### src/led_defs.vh
// Constants for the status indicator lamp driver.
`ifndef LED_DEFS_VH
`define LED_DEFS_VH

// =====================================================================
// Register offsets
`define REG_SLAVE_STATE_REPORT 12'h130
`define REG_STATE_LAMP_FORCE   12'h138
`define REG_FAULT_LAMP_FORCE   12'h139

// =====================================================================
// Register fields and reset values
`define STATE_FIELD_LSB   0
`define STATE_FIELD_MSB   3
`define ERR_IND_BIT       4
`define FORCE_CODE_LSB    0
`define FORCE_CODE_MSB    3
`define FORCE_EN_BIT      4
`define FORCE_RESET       8'h00

// =====================================================================
// Slave state codes
`define ST_INIT           4'h1
`define ST_CONFIG         4'h2
`define ST_FW_UPDATE      4'h3
`define ST_INPUTS_ONLY    4'h4
`define ST_FULL_EXCHANGE  4'h8

// =====================================================================
// Lamp pattern codes
`define PAT_OFF           4'h0
`define PAT_SINGLE        4'h1
`define PAT_DOUBLE        4'h2
`define PAT_TRIPLE        4'h3
`define PAT_BLINK         4'hd
`define PAT_FLICKER       4'he
`define PAT_ON            4'hf

// =====================================================================
// Timing
`define CLK_KHZ           100000
`define FLICKER_MS        50
`define BLINK_MS          200
`define FLICKER_CYCLES    (`FLICKER_MS * `CLK_KHZ)
`define BLINK_CYCLES      (`BLINK_MS * `CLK_KHZ)
`define PHASES_PER_CYCLE  4'd10
`define PHASE_LAST        4'd9

`endif

### src/blink_pattern_gen.v
// Prescaler that produces the shared flicker, blink and flash waveforms.
`timescale 1ns/1ps
`include "led_defs.vh"
module blink_pattern_gen #(
  parameter integer FLICKER_CYC = `FLICKER_CYCLES,
  parameter integer BLINK_CYC   = `BLINK_CYCLES
) (
  input  wire       ref_clk_i,
  input  wire       nrst_i,
  output reg        flicker_o,
  output reg        blink_o,
  output reg        single_o,
  output reg        double_o,
  output reg        triple_o,
  output wire       phase_tick_o
);

  reg  [31:0] flk_cnt_q;
  reg  [31:0] blk_cnt_q;
  reg  [3:0]  phase_q;
  wire        flk_end;
  wire        blk_end;

  assign flk_end      = (flk_cnt_q == FLICKER_CYC - 1);
  assign blk_end      = (blk_cnt_q == BLINK_CYC - 1);
  assign phase_tick_o = blk_end;

  // =====================================================================
  // Prescalers
  always @(posedge ref_clk_i or negedge nrst_i) begin
    if (!nrst_i) begin
      flk_cnt_q <= 32'h0;
      blk_cnt_q <= 32'h0;
      phase_q   <= 4'h0;
      flicker_o <= 1'b0;
    end else begin
      flk_cnt_q <= flk_end ? 32'h0 : flk_cnt_q + 32'h1;
      blk_cnt_q <= blk_end ? 32'h0 : blk_cnt_q + 32'h1;
      if (flk_end) begin
        flicker_o <= ~flicker_o;
      end
      if (blk_end) begin
        phase_q <= (phase_q == `PHASE_LAST) ? 4'h0 : phase_q + 4'h1;
      end
    end
  end

  // =====================================================================
  // Waveforms over a ten-phase cycle; each flash is one phase long.
  always @(posedge ref_clk_i or negedge nrst_i) begin
    if (!nrst_i) begin
      blink_o  <= 1'b0;
      single_o <= 1'b0;
      double_o <= 1'b0;
      triple_o <= 1'b0;
    end else begin
      blink_o  <= ~phase_q[0];
      single_o <= (phase_q == 4'd0);
      double_o <= (phase_q == 4'd0) | (phase_q == 4'd2);
      triple_o <= (phase_q == 4'd0) | (phase_q == 4'd2) | (phase_q == 4'd4);
    end
  end

endmodule

### src/port_lamp.v
// One port's link/activity lamp and receive-fault flash lamp.
`timescale 1ns/1ps
`include "led_defs.vh"
module port_lamp (
  input  wire       ref_clk_i,
  input  wire       nrst_i,
  input  wire       link_up_i,
  input  wire       activity_i,
  input  wire       rx_err_i,
  input  wire       flicker_i,
  input  wire       phase_tick_i,
  output reg        link_lamp_o,
  output reg        fault_lamp_o
);

  localparam S_IDLE = 3'b001;
  localparam S_ON   = 3'b010;
  localparam S_GAP  = 3'b100;

  reg  [1:0] act_hold_q;
  reg  [7:0] pend_q;
  reg  [2:0] st_q;
  wire       take;

  // =====================================================================
  // Activity is held for one to two phases so short frames stay visible.
  always @(posedge ref_clk_i or negedge nrst_i) begin
    if (!nrst_i) begin
      act_hold_q  <= 2'd0;
      link_lamp_o <= 1'b0;
    end else begin
      if (activity_i) begin
        act_hold_q <= 2'd2;
      end else if (phase_tick_i && act_hold_q != 2'd0) begin
        act_hold_q <= act_hold_q - 2'd1;
      end
      link_lamp_o <= link_up_i & ((act_hold_q != 2'd0) ? flicker_i : 1'b1);
    end
  end

  // =====================================================================
  // Each receive error queues one flash; the queue saturates at 255.
  assign take = (st_q == S_IDLE) && (pend_q != 8'h0) && phase_tick_i;

  always @(posedge ref_clk_i or negedge nrst_i) begin
    if (!nrst_i) begin
      pend_q       <= 8'h0;
      st_q         <= S_IDLE;
      fault_lamp_o <= 1'b0;
    end else begin
      if (rx_err_i && !take && pend_q != 8'hff) begin
        pend_q <= pend_q + 8'h1;
      end else if (!rx_err_i && take) begin
        pend_q <= pend_q - 8'h1;
      end
      case (st_q)
        S_IDLE: begin
          if (take) begin
            st_q         <= S_ON;
            fault_lamp_o <= 1'b1;
          end
        end
        S_ON: begin
          if (phase_tick_i) begin
            st_q         <= S_GAP;
            fault_lamp_o <= 1'b0;
          end
        end
        S_GAP: begin
          if (phase_tick_i) begin
            st_q <= S_IDLE;
          end
        end
        default: begin
          st_q         <= S_IDLE;
          fault_lamp_o <= 1'b0;
        end
      endcase
    end
  end

endmodule

### src/status_indicator_led_driver.v
// Status indicator lamp driver: state, fault, bicolor and per-port lamps.
`timescale 1ns/1ps
`include "led_defs.vh"
module status_indicator_led_driver #(
  parameter integer FLICKER_CYC     = `FLICKER_CYCLES,
  parameter integer BLINK_CYC       = `BLINK_CYCLES,
  parameter         PROM_LOAD_FLICK = 1'b1
) (
  input  wire       ref_clk_i,
  input  wire       nrst_i,
  input  wire [7:0] slave_state_report_i,
  input  wire       emulation_en_i,
  input  wire       prom_loading_i,
  input  wire       prom_load_err_i,
  input  wire       hw_config_err_i,
  input  wire       pd_wd_timeout_i,
  input  wire       host_wd_timeout_i,
  input  wire       self_test_fail_i,
  input  wire       net_wr_i,
  input  wire [11:0] net_addr_i,
  input  wire [7:0] net_wdata_i,
  input  wire       host_wr_i,
  input  wire [11:0] host_addr_i,
  input  wire [7:0] host_wdata_i,
  input  wire [3:0] comm_established_i,
  input  wire [3:0] port_activity_i,
  input  wire [3:0] port_rx_err_i,
  output wire [7:0] state_lamp_force_o,
  output wire [7:0] fault_lamp_force_o,
  output reg        state_lamp_o,
  output reg        fault_lamp_o,
  output reg        bicolor_green_o,
  output wire [3:0] link_activity_lamp_o,
  output wire [3:0] port_rx_fault_lamp_o
);

  wire       flicker_w;
  wire       blink_w;
  wire       single_w;
  wire       double_w;
  wire       triple_w;
  wire       phase_tick_w;

  reg  [7:0] state_force_q;
  reg  [7:0] fault_force_q;
  reg  [3:0] state_prev_q;
  reg        pd_wd_prev_q;
  reg        host_wd_prev_q;
  reg        pd_wd_latch_q;
  reg        host_wd_latch_q;
  reg  [4:0] auto_cond_q;

  wire [3:0] state_now;
  wire       err_ind;
  wire       state_change;
  wire       pd_wd_edge;
  wire       host_wd_edge;
  wire [4:0] auto_cond;
  wire       new_fault;
  reg  [3:0] state_auto_code;
  reg  [3:0] fault_auto_code;
  wire [3:0] state_code;
  wire [3:0] fault_code;
  wire       state_lamp_d;
  wire       fault_lamp_d;

  // =====================================================================
  // Shared waveform generator
  blink_pattern_gen #(
    .FLICKER_CYC (FLICKER_CYC),
    .BLINK_CYC   (BLINK_CYC)
  ) u_pattern (
    .ref_clk_i    (ref_clk_i),
    .nrst_i       (nrst_i),
    .flicker_o    (flicker_w),
    .blink_o      (blink_w),
    .single_o     (single_w),
    .double_o     (double_w),
    .triple_o     (triple_w),
    .phase_tick_o (phase_tick_w)
  );

  // Maps a pattern code onto the lamp level for this cycle.
  function pattern_level;
    input [3:0] code;
    input       flk;
    input       blk;
    input       sgl;
    input       dbl;
    input       tpl;
    begin
      case (code)
        `PAT_SINGLE:  pattern_level = sgl;
        `PAT_DOUBLE:  pattern_level = dbl;
        `PAT_TRIPLE:  pattern_level = tpl;
        `PAT_BLINK:   pattern_level = blk;
        `PAT_FLICKER: pattern_level = flk;
        `PAT_ON:      pattern_level = 1'b1;
        default:      pattern_level = 1'b0;
      endcase
    end
  endfunction

  // =====================================================================
  // Event detection
  assign state_now    = slave_state_report_i[`STATE_FIELD_MSB:`STATE_FIELD_LSB];
  assign err_ind      = slave_state_report_i[`ERR_IND_BIT];
  assign state_change = (state_now != state_prev_q);
  assign pd_wd_edge   = pd_wd_timeout_i & ~pd_wd_prev_q;
  assign host_wd_edge = host_wd_timeout_i & ~host_wd_prev_q;

  always @(posedge ref_clk_i or negedge nrst_i) begin
    if (!nrst_i) begin
      state_prev_q   <= `ST_INIT;
      pd_wd_prev_q   <= 1'b0;
      host_wd_prev_q <= 1'b0;
    end else begin
      state_prev_q   <= state_now;
      pd_wd_prev_q   <= pd_wd_timeout_i;
      host_wd_prev_q <= host_wd_timeout_i;
    end
  end

  // =====================================================================
  // Latched watchdog faults
  // The double flash ends with a state change, so a state change with the error bit set
  // falls back to single flash unless the host forces it again.
  always @(posedge ref_clk_i or negedge nrst_i) begin
    if (!nrst_i) begin
      pd_wd_latch_q   <= 1'b0;
      host_wd_latch_q <= 1'b0;
    end else begin
      if (pd_wd_edge && state_now == `ST_FULL_EXCHANGE) begin
        pd_wd_latch_q <= 1'b1;
      end else if (state_change || !pd_wd_timeout_i) begin
        pd_wd_latch_q <= 1'b0;
      end
      if (host_wd_edge) begin
        host_wd_latch_q <= 1'b1;
      end else if (!host_wd_timeout_i) begin
        host_wd_latch_q <= 1'b0;
      end
    end
  end

  // Fault conditions in order of severity, most severe in bit 4.
  assign auto_cond = {host_wd_latch_q | self_test_fail_i,
                      pd_wd_latch_q,
                      prom_load_err_i,
                      hw_config_err_i,
                      err_ind & ~emulation_en_i};
  assign new_fault = |(auto_cond & ~auto_cond_q);

  always @(posedge ref_clk_i or negedge nrst_i) begin
    if (!nrst_i) begin
      auto_cond_q <= 5'h0;
    end else begin
      auto_cond_q <= auto_cond;
    end
  end

  // =====================================================================
  // Force registers, written by either side; the local host port wins a tie.
  // A write in the same cycle as an automatic cancel is kept.
  always @(posedge ref_clk_i or negedge nrst_i) begin
    if (!nrst_i) begin
      state_force_q <= `FORCE_RESET;
      fault_force_q <= `FORCE_RESET;
    end else begin
      if (host_wr_i && host_addr_i == `REG_STATE_LAMP_FORCE) begin
        state_force_q <= host_wdata_i;
      end else if (net_wr_i && net_addr_i == `REG_STATE_LAMP_FORCE) begin
        state_force_q <= net_wdata_i;
      end else if (state_change) begin
        state_force_q <= `FORCE_RESET;
      end
      if (host_wr_i && host_addr_i == `REG_FAULT_LAMP_FORCE) begin
        fault_force_q <= host_wdata_i;
      end else if (net_wr_i && net_addr_i == `REG_FAULT_LAMP_FORCE) begin
        fault_force_q <= net_wdata_i;
      end else if (new_fault) begin
        fault_force_q <= `FORCE_RESET;
      end
    end
  end

  assign state_lamp_force_o = state_force_q;
  assign fault_lamp_force_o = fault_force_q;

  // =====================================================================
  // Automatic pattern selection
  always @* begin
    case (state_now)
      `ST_INIT:          state_auto_code = `PAT_OFF;
      `ST_CONFIG:        state_auto_code = `PAT_BLINK;
      `ST_INPUTS_ONLY:   state_auto_code = `PAT_SINGLE;
      `ST_FULL_EXCHANGE: state_auto_code = `PAT_ON;
      `ST_FW_UPDATE:     state_auto_code = `PAT_FLICKER;
      default:           state_auto_code = `PAT_OFF;
    endcase
    if (PROM_LOAD_FLICK && prom_loading_i) begin
      state_auto_code = `PAT_FLICKER;
    end
  end

  always @* begin
    if (auto_cond[4]) begin
      fault_auto_code = `PAT_ON;
    end else if (auto_cond[3]) begin
      fault_auto_code = `PAT_DOUBLE;
    end else if (auto_cond[2]) begin
      fault_auto_code = `PAT_FLICKER;
    end else if (auto_cond[1]) begin
      fault_auto_code = `PAT_BLINK;
    end else if (auto_cond[0]) begin
      fault_auto_code = `PAT_SINGLE;
    end else begin
      fault_auto_code = `PAT_OFF;
    end
  end

  assign state_code = state_force_q[`FORCE_EN_BIT]
                    ? state_force_q[`FORCE_CODE_MSB:`FORCE_CODE_LSB] : state_auto_code;
  assign fault_code = fault_force_q[`FORCE_EN_BIT]
                    ? fault_force_q[`FORCE_CODE_MSB:`FORCE_CODE_LSB] : fault_auto_code;

  assign state_lamp_d = pattern_level(state_code, flicker_w, blink_w,
                                      single_w, double_w, triple_w);
  assign fault_lamp_d = pattern_level(fault_code, flicker_w, blink_w,
                                      single_w, double_w, triple_w);

  // =====================================================================
  // Lamp outputs
  always @(posedge ref_clk_i or negedge nrst_i) begin
    if (!nrst_i) begin
      state_lamp_o    <= 1'b0;
      fault_lamp_o    <= 1'b0;
      bicolor_green_o <= 1'b0;
    end else begin
      state_lamp_o    <= state_lamp_d;
      fault_lamp_o    <= fault_lamp_d;
      bicolor_green_o <= state_lamp_d & ~fault_lamp_d;
    end
  end

  // =====================================================================
  // Per-port lamps
  genvar p;
  generate
    for (p = 0; p < 4; p = p + 1) begin : g_port
      port_lamp u_port (
        .ref_clk_i    (ref_clk_i),
        .nrst_i       (nrst_i),
        .link_up_i    (comm_established_i[p]),
        .activity_i   (port_activity_i[p]),
        .rx_err_i     (port_rx_err_i[p]),
        .flicker_i    (flicker_w),
        .phase_tick_i (phase_tick_w),
        .link_lamp_o  (link_activity_lamp_o[p]),
        .fault_lamp_o (port_rx_fault_lamp_o[p])
      );
    end
  endgenerate

endmodule

### config.mk
export PLATFORM = sky130hd
export DESIGN_NAME = status_indicator_led_driver
export DESIGN_NICKNAME = d
export VERILOG_FILES = /design/src/blink_pattern_gen.v /design/src/port_lamp.v /design/src/status_indicator_led_driver.v
export VERILOG_INCLUDE_DIRS = /design/src /design/src/src
export SDC_FILE = /design/constraint.sdc
export NUM_CORES = 1
export LEC_CHECK = 0
export ABC_AREA = 1
export BUFFER_PORTS_ARGS = -buffer_cell sky130_fd_sc_hd__buf_2
export CAP_MARGIN = 20
export CELL_PAD_IN_SITES_DETAIL_PLACEMENT = 1
export CELL_PAD_IN_SITES_GLOBAL_PLACEMENT = 2
export CORE_MARGIN = 2
export CORE_UTILIZATION = 38
export CTS_CLUSTER_SIZE = 30
export DETAILED_ROUTE_END_ITERATION = 7
export PLACE_DENSITY = 0.85
export SYNTH_ARGS = -nofsm -noshare
export SYNTH_HDL_FRONTEND = slang
export SYNTH_SLANG_ARGS = --single-unit
### constraint.sdc
create_clock -name ref_clk_i -period 8.33 [get_ports ref_clk_i]
set_clock_uncertainty 0.15 [all_clocks]
set_input_delay 0.4165 -clock ref_clk_i [delete_from_list [all_inputs] [get_ports ref_clk_i]]
set_output_delay 0.4165 -clock ref_clk_i [all_outputs]
set_load 0.01 [all_outputs]
==> summary.md, run 1 <==
The Yosys step of the flow raised 0 warnings. The flip-flop and latch count after synthesis was 165. In this run, synthesis inferred 0 flip-flops with an integrated enable. For the data arrival time of the critical path, the log shows 3.56 ns. Max-cap violations in this run came to 0. Among all flip-flop cells after synthesis, the most frequent one is sky130_fd_sc_hd__dfrtp_1. The cell type with the highest aggregate area in the netlist is sky130_fd_sc_hd__dfrtp_1. In the final layout, the share of cells above drive strength 1 is 15.5%. For the pin with the worst max-slew slack, the measured transition is 0.928 ns. Leaving out filler cells and counting taps, the final layout contains 1719.

The count of distinct cell types in the synthesized netlist is 54. The library cells used most frequently in the layout, excluding fill and tap cells, are 246 x sky130_fd_sc_hd__nand2_1, 189 x sky130_fd_sc_hd__inv_1, 160 x sky130_fd_sc_hd__dfrtp_1. The tools report the count of clock tree sinks as 165. The total detailed-routing wirelength came out at 25900 um. Post-route DRC violation count: 0.

The logs give 0 for the final number of hold-violating endpoints and 26100 um^2 for the standard cell core area. The clock tree root buffer cell is sky130_fd_sc_hd__clkbuf_16. After detailed routing, the average wire length per cell comes to 15.1 um.

Of all nets on the critical path, the largest fanout is 11. Cell area after layout: 11500 um^2. Detailed router's first-iteration violation count: 328.

The worst-case clock buffer depth was 2; the instance area after placement was 10800 um^2. The synthesized net count was 1373; the level count of the clock H-tree was 4. At the later pin of the worst-skew pair, clock insertion delay measures 0.43 ns. VDD sags by at most 0.000117 V. For this design the static power due to leakage is 5.75 nW. Counting tap cells, the placed design contains a total of 1677 instances. Setup slack after placement: 5.01 ns.

TritonCTS built the clock tree. For this run, the detailed router's first-pass iteration total came to 4. Fill cells in the final layout number 3237. The run finished with clean final reports. The count of pins over their slew limit was 0. The horizontal extent of the die was 167 um.

The run gives 17 as the number of buffers inserted during clock tree synthesis. Yosys attributes the largest share of cell area to sky130_fd_sc_hd__dfrtp_1 40%, sky130_fd_sc_hd__nand2_1 9.2%, sky130_fd_sc_hd__inv_1 7.0%. In this run the worst hold path is classified as in2reg. The detail route stage leaves a number of antenna-violating nets equal to 0. The sort of element at the start of the critical path is a flip-flop.

Relative to the synthesized area, the layout overhead comes to 14.1%. The most frequent standard cell in the layout excluding fill and tap cells was sky130_fd_sc_hd__nand2_1. Counting flops with an async set or reset pin after synthesis yields a share of 100%.

The tools report the initial antenna violation count as 0. The worst max-slew margin expressed relative to the limit came out at 38.1%. After legalization and detailed placement, the total HPWL measured 19500 um. The sequential fraction of the synthesis area is 41.0%.

Timing would allow up to 0.296 GHz. During placement, the flow inserted port buffers numbering 94. The synthesized design devotes to its leading area cell type 39.7% of total area. The repair_antennas step left the layout with diodes totalling 0. After floorplanning, the core was divided into 59 placement rows. The final layout net count was 1478. The worst path meets setup with 4.95 ns of slack. For this design the ratio of total power to cell area is 215 nW/um^2. The die is 167 um tall. In the final timing run, aggregate negative setup slack is 0 ns.

The tightest hold path in the finished design has a slack of 0.0175 ns. 98 I/O pins were placed. At the end of routability-driven placement, the weighted congestion stood at 0.820.

STA classifies the critical path endpoint as a flip-flop. The final critical path takes up 40.6% of the cycle. Summing every instance area after synthesis gives 10100 um^2. At the worst endpoint, the required time is 8.51 ns. Setup repair after global routing left no endpoint under its margin. After clock tree synthesis, the clock-pin slew on the worst setup and hold paths is 0.07 ns. The average size of a mapped cell was 7.96 um^2. The number of endpoints failing setup at the final stage was 0. Minimum clock period: 3.38 ns. Across all layers, the routed design uses 8654 vias. The total routing resource utilization after global routing came out at 19.4%.

Once the floorplan was initialized, standard cells occupied 38.7% of the core. Number of vias per cell after detailed routing: 5.03. The total overflow left after global routing is 0. Once the clock tree was built, the setup fixing pass inserted 0 buffers.

The tools report the first-pass GRT wire length as 44600 um. The worst setup path category is reg2reg. The die outline area was 27800 um^2. Total power for the finished layout comes to 2.47 mW. The tools report the number of global-route vias before repair as 9131. The number of cells produced by synthesis is 1266. At the end of the flow the core is filled with cells to 44.1%.

Entering global routing, the biggest net connects 98 pins.
-- state kept, by name, summed over array words and instances (netlist names), 4 cells and up --
| register | flops |
|---|---|
| auto_cond_q | 5 |
| fault_lamp_force_o | 8 |
| g_port.u_port.act_hold_q | 8 |
| g_port.u_port.fault_lamp_o | 4 |
| g_port.u_port.link_lamp_o | 4 |
| g_port.u_port.pend_q | 32 |
| g_port.u_port.st_q | 12 |
| state_lamp_force_o | 8 |
| state_prev_q | 4 |
| u_pattern.blk_cnt_q | 32 |
| u_pattern.flk_cnt_q | 32 |
| u_pattern.phase_q | 4 |
-- worst paths after layout --
| check | startpoint | slack (ns) | depth (start not counted) | endpoint |
|---|---|---|---|---|
| min reg2reg | host_wd_prev_q$_DFF_PN0_ | 0.27 | 1 | host_wd_latch_q$_DFFE_PN0P_ |
| max in group asynchronous | nrst_i | 6.00 | 3 | u_pattern.flk_cnt_q[12]$_DFF_PN0_ |
| max reg2reg | u_pattern.blk_cnt_q[0]$_DFF_PN0_ | 4.95 | 16 | g_port[0].u_port.pend_q[7]$_DFFE_PN0P_ |
| min in group asynchronous | nrst_i | 0.50 | 2 | state_prev_q[3]$_DFF_PN0_ |
| max | u_pattern.blk_cnt_q[0]$_DFF_PN0_ | 4.95 | 16 | g_port[0].u_port.pend_q[7]$_DFFE_PN0P_ |
| min | emulation_en_i | 0.02 | 2 | auto_cond_q[0]$_DFF_PN0_ |
-- layer usage --
| metal | wire [um] | GRT usage [%] | vias to the layer above |
|---|---|---|---|
| met5 | 0 | 0 | - |
| met1 | 12400 | 25.8 | 4175 |
| met3 | 799 | 2.88 | 15 |
| met2 | 12500 | 33.4 | 108 |
| met4 | 227 | 4.24 | 0 |
| li1 | - | - | 4356 |
-- cell type report --
type | count | area [um^2] | area share, %
Tap cell | 335 | 419 | 3.65
Timing Repair Buffer | 105 | 582 | 5.06
Clock inverter | 14 | 141 | 1.23
Sequential cell | 165 | 4140 | 36.0
Inverter | 198 | 752 | 6.54
Clock buffer | 18 | 429 | 3.73
Multi-Input combinational cell | 884 | 5040 | 43.8
-- synthesized netlist by cell type (8+ instances only) --
cell and instances:
sky130_fd_sc_hd__a21oi_1 28, sky130_fd_sc_hd__a21oi_2 8, sky130_fd_sc_hd__buf_4 9, sky130_fd_sc_hd__dfrtp_1 160, sky130_fd_sc_hd__ha_1 32, sky130_fd_sc_hd__inv_1 189
sky130_fd_sc_hd__nand2_1 246, sky130_fd_sc_hd__nand2_2 14, sky130_fd_sc_hd__nand3_1 117, sky130_fd_sc_hd__nand4_1 62, sky130_fd_sc_hd__nor2_1 122, sky130_fd_sc_hd__nor2_2 11
sky130_fd_sc_hd__nor3_1 42, sky130_fd_sc_hd__nor4_1 21, sky130_fd_sc_hd__o21ai_0 29, sky130_fd_sc_hd__o21ai_1 10, sky130_fd_sc_hd__o21ai_2 12, sky130_fd_sc_hd__xnor2_1 11
sky130_fd_sc_hd__xor2_1 59
-- power by group --
| part | leakage [nW] | switching (mW) | internal, mW | total (mW) |
|---|---|---|---|---|
| Sequential | 2.12 | 0.0891 | 0.892 | 0.981 |
| Combinational | 3.36 | 0.409 | 0.293 | 0.702 |
| Clock | 0.272 | 0.365 | 0.421 | 0.786 |
-- critical path, stage by stage (launching register included) --
cell	delay (ns)
sky130_fd_sc_hd__dfrtp_1	0.42
sky130_fd_sc_hd__ha_1	0.26
sky130_fd_sc_hd__nand3_4	0.16
sky130_fd_sc_hd__inv_1	0.09
sky130_fd_sc_hd__nand2_1	0.07
sky130_fd_sc_hd__nor2_1	0.28
sky130_fd_sc_hd__nand3_1	0.29
sky130_fd_sc_hd__nand3_2	0.30
sky130_fd_sc_hd__ha_1	0.34
sky130_fd_sc_hd__a21oi_1	0.18
sky130_fd_sc_hd__nand2_1	0.14
sky130_fd_sc_hd__nand2_1	0.09
sky130_fd_sc_hd__nand3_1	0.11
sky130_fd_sc_hd__o21ai_1	0.19
sky130_fd_sc_hd__nand2_1	0.09
sky130_fd_sc_hd__nand2_1	0.07
sky130_fd_sc_hd__nand2_1	0.04
-- logic make-up (layout without fill, tap and decap cells) --
logic type	after synthesis	in the layout	synth area share, %
and+or+nand+nor	670	670	32.2
buffers and inverters	217	335	8.98
DFF	165	165	41.0
AOI/OAI and AO/OA	108	108	6.99
xor gates and xnor gates	70	70	6.08
adders and majority gates	36	36	4.77
-- what timing repair did --
item                      in CTS  in global routing
resized for setup              0                  0
hold endpoints to repair      24                  0
hold buffers                   9                  0
No activity file was read; power rests on OpenSTA's default activity.
==> run 2: changes to the inputs <==
Settings changed: CORE_UTILIZATION 38 to 36, PLACE_DENSITY 0.85 to 0.81.
Clock period 8.33 ns to 3.17 ns, I/O delays scaled along.
==> summary.md, run 2 (synthesis gave the netlist of run 1 again) <==
Measured on the finished design, the core utilization comes to 44.2%. In the layout the commonest cells are 246 x sky130_fd_sc_hd__nand2_1, 189 x sky130_fd_sc_hd__inv_1, 160 x sky130_fd_sc_hd__dfrtp_1. Fraction of layout cells with a size suffix above 1: 16.1%.

The largest registers in the layout are g_port.u_port.pend_q (32), u_pattern.blk_cnt_q (32), u_pattern.flk_cnt_q (32). Worst max-slew margin expressed relative to the limit: 34.9%. TritonCTS built the clock tree.

For the pin with the worst max-slew slack, the measured transition is 0.977 ns. The most frequent standard cell in the layout excluding fill and tap cells was sky130_fd_sc_hd__nand2_1. The die outline area was 29400 um^2. The clock network burns 33.3% of the power. The number of standard-cell rows in the floorplan is 61, and the required arrival time at the worst endpoint is 3.33 ns.

The run gives 6.10 nW as the static leakage. The post-route DRC violation count was 0. The final number of hold-violating endpoints was 0; the total area of multi-input combinational cells was 5070 um^2. 0 antenna diodes ended up in the layout. The filler cells instantiated in the layout total 3407. The largest net degree at the start of global routing is 161.

The met2 usage in global routing is 35.2%, and the standard cell core area is 27700 um^2. The first-pass GRT wire length is 46300 um. Path category of the worst min-delay check: in2async. For this configuration, the core starts out at a cell density of 36.4%. Largest fanout of any net on the critical path: 10.

Clock-pin slew was measured on the worst setup and hold paths at 0.06 ns. The internal power of the cells totals 4.44 mW. The tool flagged a number of max-cap violations equal to 0. The run gives 3.15% as the met3 track utilization from global routing.

Number of vias per cell after detailed routing: 4.90. The share of total power dissipated in sequential elements is 38.5%. The data arrival time of the critical path was 3.07 ns; the level count of the clock H-tree was 4. For this block, the initial DRC count from the detailed router was 358. For the number of buffers inserted during clock tree synthesis, the log shows 17. The count of input and output buffers was 94. The peak-usage layer in the global routing report was met2. The layout-stage area growth over the synthesis result works out to 21.4%.

STA classifies the critical path endpoint as a flip-flop. Once detail routing completed, the nets flagged for antenna violations numbered 0. The sort of element at the start of the critical path is a flip-flop. The tools report the number of global-route vias before repair as 9565. During I/O placement, the number of pins put on the boundary was 98.

The tools report the clock tree root buffer cell as sky130_fd_sc_hd__clkbuf_16. Static timing analysis puts the maximum clock frequency at 0.344 GHz. After detailed routing, the total wire length is 27200 um. The worst setup path category is reg2reg. In this run the power density over the cells is 550 nW/um^2.

For this run the aggregate overflow at the end of global routing stands at 0. Counting every sink on the clock net gives 165. The worst path in the final design needs a cycle of 2.90 ns, including I/O delays and setup. The logs give 0 for the initial antenna violation count and 4 for the number of search-and-repair iterations in the first detailed-routing pass.

The net switching component of the power was 2.29 mW; the via count of the routed design was 8929. The share of total power dissipated in combinational logic is 28.2%. Final layout net count: 1540.

After layout, the worst path uses 91.6% of the clock period. For the final instance count without filler cells, the log shows 1824. The logs give 0.788 for the final weighted congestion in routability-driven placement and 0.44 ns for the clock latency on the worst-skew pair.

In this run switching power makes up 34.0% of total power. The combined flip-flop and latch cell area came out at 4140 um^2. The largest vdd supply drop is 0.000347 V. Counting along the longest clock path gives a buffer depth of 2.

The run finished with clean final reports. Global routing consumed, over all layers together, 19.7% of the routing resources. Dividing the detail-routed wire length by the instance count gives 14.9 um.

The floorplan step set the die width to 171 um. The count of pins over their slew limit is 0, and the number of placed instances with taps included is 1733. The half-perimeter wire length after placement is 20200 um. Measured along the y axis, the die boundary spans 171 um.

The number of endpoints failing setup at the final stage came out at 0. For this run, global-route usage on met1 was measured as 24.8%.
## run 2: worst max-delay path, cell delays in order, from the launching register on
cell,delay (ns)
sky130_fd_sc_hd__dfrtp_1,0.41
sky130_fd_sc_hd__ha_2,0.22
sky130_fd_sc_hd__nand3_4,0.13
sky130_fd_sc_hd__inv_1,0.05
sky130_fd_sc_hd__nand2_1,0.08
sky130_fd_sc_hd__nor2_1,0.05
sky130_fd_sc_hd__buf_4,0.15
sky130_fd_sc_hd__nand3_1,0.16
sky130_fd_sc_hd__nand3_4,0.18
sky130_fd_sc_hd__ha_1,0.42
sky130_fd_sc_hd__nand3_1,0.10
sky130_fd_sc_hd__nand2_1,0.11
sky130_fd_sc_hd__nand2_1,0.06
sky130_fd_sc_hd__nand2_1,0.06
sky130_fd_sc_hd__a21oi_1,0.07
sky130_fd_sc_hd__or2_2,0.27
sky130_fd_sc_hd__nand2_1,0.07
sky130_fd_sc_hd__a21oi_2,0.05
## run 2: worst paths after layout
check / start / endpoint / slack (ns) / cells after the start
worst max-delay path: u_pattern.blk_cnt_q[1]$_DFF_PN0_ / g_port[3].u_port.pend_q[6]$_DFFE_PN0P_ / 0.27 / 17
worst min-delay path: nrst_i / state_prev_q[0]$_DFF_PN1_ / 0.07 / 2
worst max register to register: u_pattern.blk_cnt_q[1]$_DFF_PN0_ / g_port[3].u_port.pend_q[6]$_DFFE_PN0P_ / 0.27 / 17
worst min register to register: host_wd_prev_q$_DFF_PN0_ / host_wd_latch_q$_DFFE_PN0P_ / 0.29 / 1
max in group asynchronous: nrst_i / g_port[0].u_port.st_q[2]$_DFFE_PN0P_ / 1.88 / 3
min in group ref_clk_i: prom_loading_i / state_lamp_o$_DFF_PN0_ / 0.08 / 6
## run 2: power by group through the flow
| stage | clock network [mW] | registers, mW | logic [mW] |
|---|---|---|---|
| floorplan | 0 | 2.56 | 1.46 |
| global placement | 0 | 2.62 | 1.79 |
| detailed placement | 0 | 2.62 | 1.86 |
| CTS | 2.33 | 2.59 | 1.91 |
| global route | 2.41 | 2.63 | 2.19 |
| finish | 2.24 | 2.59 | 1.90 |
## run 2: layer usage
layer	up-vias	wire (um)
met1	4353	12800
met4	0	307
met5	-	0
met3	19	688
li1	4461	-
met2	96	13300
## run 2: layout make-up
cell class	instances	share of cell area [%]
Tap cell	378	3.87
Multi-Input combinational cell	884	41.5
Clock buffer	18	3.59
Inverter	198	6.15
Sequential cell	165	33.8
Timing Repair Buffer	167	9.62
Clock inverter	14	1.52
## run 2: what timing repair did
item,4_1_cts,5_1_grt
hold endpoints to repair,205,0
hold buffers,56,0
setup buffers,0,3
setup endpoints to repair,0,7
resized for setup,0,5
## run 2: metrics by stage
stage           TNS, ns  power [mW]  instance area [um^2]  setup slack (ns)  hold slack, ns
2_1_floorplan         0        4.02                 10100             0.483          -0.287
6_report              0        6.73                 12200             0.266          0.0725
4_1_cts               0        6.83                 12200             0.148          0.0497
3_3_place_gp          0        4.41                 11000             0.247          -0.199
5_1_grt        -0.00476        7.22                 12200          -0.00476          0.0611
3_5_place_dp          0        4.49                 11000             0.183          -0.199
==> run 3: changes to the inputs <==
Settings changed: PLACE_DENSITY 0.81 to unset, PLACE_DENSITY_LB_ADDON set to 0.1.
==> summary.md, run 3 (synthesis gave the netlist of run 1 again) <==
The run finished with clean final reports. The floorplan has 61 rows. In the layout the commonest cells are 246 x sky130_fd_sc_hd__nand2_1, 189 x sky130_fd_sc_hd__inv_1, 159 x sky130_fd_sc_hd__dfrtp_1. For this configuration, the core starts out at a cell density of 36.4%. For the worst setup path, the data required time is 3.35 ns.

The via count of the routed design was 8831; the number of global-route vias before repair was 9492. For the pin with the worst max-slew slack, the measured transition is 0.874 ns. CTS saw 165 sinks.

The amount of wire on met3 after detailed routing came out at 575 um. The routed design has 26900 um of wire. The logs give 0.312 ns for the worst setup slack after layout and 13000 um for the met2 wire length. In this run the remaining antenna-violating nets after routing total 0. For the worst-skew pair, the clock arrives at the later sink with an insertion delay of 0.44 ns. The run gives 357 as the detailed router's first-iteration violation count. The final critical path takes up 90.1% of the cycle.

The post-route netlist has 16.3% of its cells at a drive strength greater than 1. The tools report the endpoint of the worst register-to-register path as g_port[0].u_port.pend_q[7]$_DFFE_PN0P_. For the final weighted congestion in routability-driven placement, the log shows 0.775.

In this run the tightest slew margin relative to its limit is 41.2%. The H-tree was split into 4 levels. Worst hold margin: 0.0900 ns.

Setup repair after global routing left no endpoint under its margin. Global routing finished with a remaining overflow of 0. The logs give 19.4% for the total routing resource utilization after global routing and 29400 um^2 for the die outline area. The clock transition time at the flip-flop clock pins of the worst setup and hold paths came out at 0.07 ns.

The tools report the endpoint kind of the worst setup timing path as a flip-flop. The worst reg-to-reg setup slack is 0.31 ns, and the minimum clock period is 2.86 ns. The standard cell core area was 27700 um^2.

The worst reg2reg path startpoint is u_pattern.blk_cnt_q[1]$_DFF_PN0_. The setup slack after placement was 0.127 ns. The tools report the clock tree root buffer cell as sky130_fd_sc_hd__clkbuf_16. The logs give 0 for the count of pins over their slew limit and 6.65 mW for the power after layout.

The largest vdd supply drop was 0.000289 V. The power per cell area was 544 nW/um^2; the layout-stage area growth over the synthesis result was 21.3%. The worst setup path is launched from a flip-flop. The final number of hold-violating endpoints is 0, and the met1 wire length is 13000 um. For this run, the top clock speed supported by timing is 0.350 GHz. For this design the static power due to leakage is 6.11 nW.

After detailed routing, the average wire length per cell comes to 14.7 um. For the final routed database, the setup TNS stands at 0 ns. The critical path is of the reg2reg type. The logs give 46000 um for the first-pass GRT wire length and 60 for the largest net degree at the start of global routing. Along the worst path, the maximum fanout reaches 8. Routed signal wires occupy layers up through met4. After detailed routing, the number of vias per cell comes to 4.83. The diode insertion count for antenna repair is 0, and the depth of the worst register-to-register path is 16.

Across the run, the number of max-cap violations was 0. The count of input and output buffers is 94, and the die height is 171 um. The largest registers in the layout are g_port.u_port.pend_q (32), u_pattern.blk_cnt_q (32), u_pattern.flk_cnt_q (32).

At the worst endpoint, the arrival time is 3.03 ns. The post-route DRC violation count is 0, and the number of I/O pins is 98. For the number of buffers inserted during clock tree synthesis, the log shows 17.

The path category of the worst min-delay check was in2async. Detailed placement ended at an HPWL of 20400 um. The initial antenna violation count was 0; the horizontal extent of the die was 171 um. The final layout contains 1545 nets. TritonCTS built the clock tree.

The most frequent standard cell in the layout excluding fill and tap cells was sky130_fd_sc_hd__nand2_1. The number of endpoints failing setup at the final stage was 0. The number of search-and-repair iterations in the first detailed-routing pass was 4. The longest clock path from root to sink contains 2 buffers.
[run 3: cell count changes in the layout (fill, tap and decap cells not counted), sizes merged]
cell / before / now
inv: 203 / 201
clkbuf: 18 / 19
buf: 111 / 116
clkinvlp: 2 / 3
[run 3: through the flow]
step	util, %	cells	area (um^2)
after floorplan	-	1266	10100
after global placement	39.7	1733	11000
after detailed placement	39.7	1733	11000
after CTS	43.9	1821	12200
after global routing	44.1	1829	12200
final	44.1	1829	12200
[run 3: area by class of cell]
type | instances | area (um^2)
fillers | 3465 | 15500
multi-input cells | 884 | 5040
flip-flops and latches | 165 | 4140
repair buffers | 172 | 1210
inverters | 198 | 752
well taps | 378 | 473
clock buffers | 19 | 433
clock inverters | 13 | 173
[run 3: timing repair]
action / 4_1_cts / 5_1_grt
gates resized for setup: 0 / 5
endpoints found under the setup margin: 0 / 9
endpoints found under the hold margin: 100 / 0
hold buffers: 56 / 0
buffers inserted: 0 / 8
[run 3: report_power, final]
part / internal [mW] / total, mW / switching (mW)
clock: 1.26 / 2.20 / 0.941
sequential: 2.34 / 2.58 / 0.235
combinational: 0.803 / 1.88 / 1.08
[run 3: worst max path at each step]
stage	slack, ns	to	start
3_5_place_dp	0.13	g_port[0].u_port.pend_q[7]$_DFFE_PN0P_	u_pattern.blk_cnt_q[0]$_DFF_PN0_
2_1_floorplan	0.48	g_port[3].u_port.pend_q[6]$_DFFE_PN0P_	u_pattern.blk_cnt_q[0]$_DFF_PN0_
5_1_grt	0.01	g_port[0].u_port.pend_q[7]$_DFFE_PN0P_	u_pattern.blk_cnt_q[1]$_DFF_PN0_
3_3_place_gp	0.18	g_port[0].u_port.pend_q[7]$_DFFE_PN0P_	u_pattern.blk_cnt_q[0]$_DFF_PN0_
6_report	0.31	g_port[0].u_port.pend_q[7]$_DFFE_PN0P_	u_pattern.blk_cnt_q[1]$_DFF_PN0_
4_1_cts	0.10	g_port[3].u_port.pend_q[7]$_DFFE_PN0P_	u_pattern.blk_cnt_q[0]$_DFF_PN0_
[run 3: worst max-delay path, stage by stage, from the launching register on]
cell                      delay [ns]
sky130_fd_sc_hd__dfrtp_1        0.39
sky130_fd_sc_hd__ha_2           0.24
sky130_fd_sc_hd__nand3_4        0.15
sky130_fd_sc_hd__inv_1          0.08
sky130_fd_sc_hd__nand2_1        0.08
sky130_fd_sc_hd__nor2_2         0.21
sky130_fd_sc_hd__nand3_1        0.15
sky130_fd_sc_hd__nand3_2        0.19
sky130_fd_sc_hd__ha_1           0.31
sky130_fd_sc_hd__a21oi_1        0.17
sky130_fd_sc_hd__nand2_1        0.11
sky130_fd_sc_hd__nand2_1        0.08
sky130_fd_sc_hd__nand3_1        0.10
sky130_fd_sc_hd__o21ai_1        0.18
sky130_fd_sc_hd__nand2_1        0.07
sky130_fd_sc_hd__nand2_1        0.06
sky130_fd_sc_hd__nand2_1        0.05
[run 3: per-layer routing]
metal	GRT usage (%)	up-vias
met3	2.74	30
met4	5.05	0
li1	-	4474
met2	33.9	85
met5	0	-
met1	25.2	4242
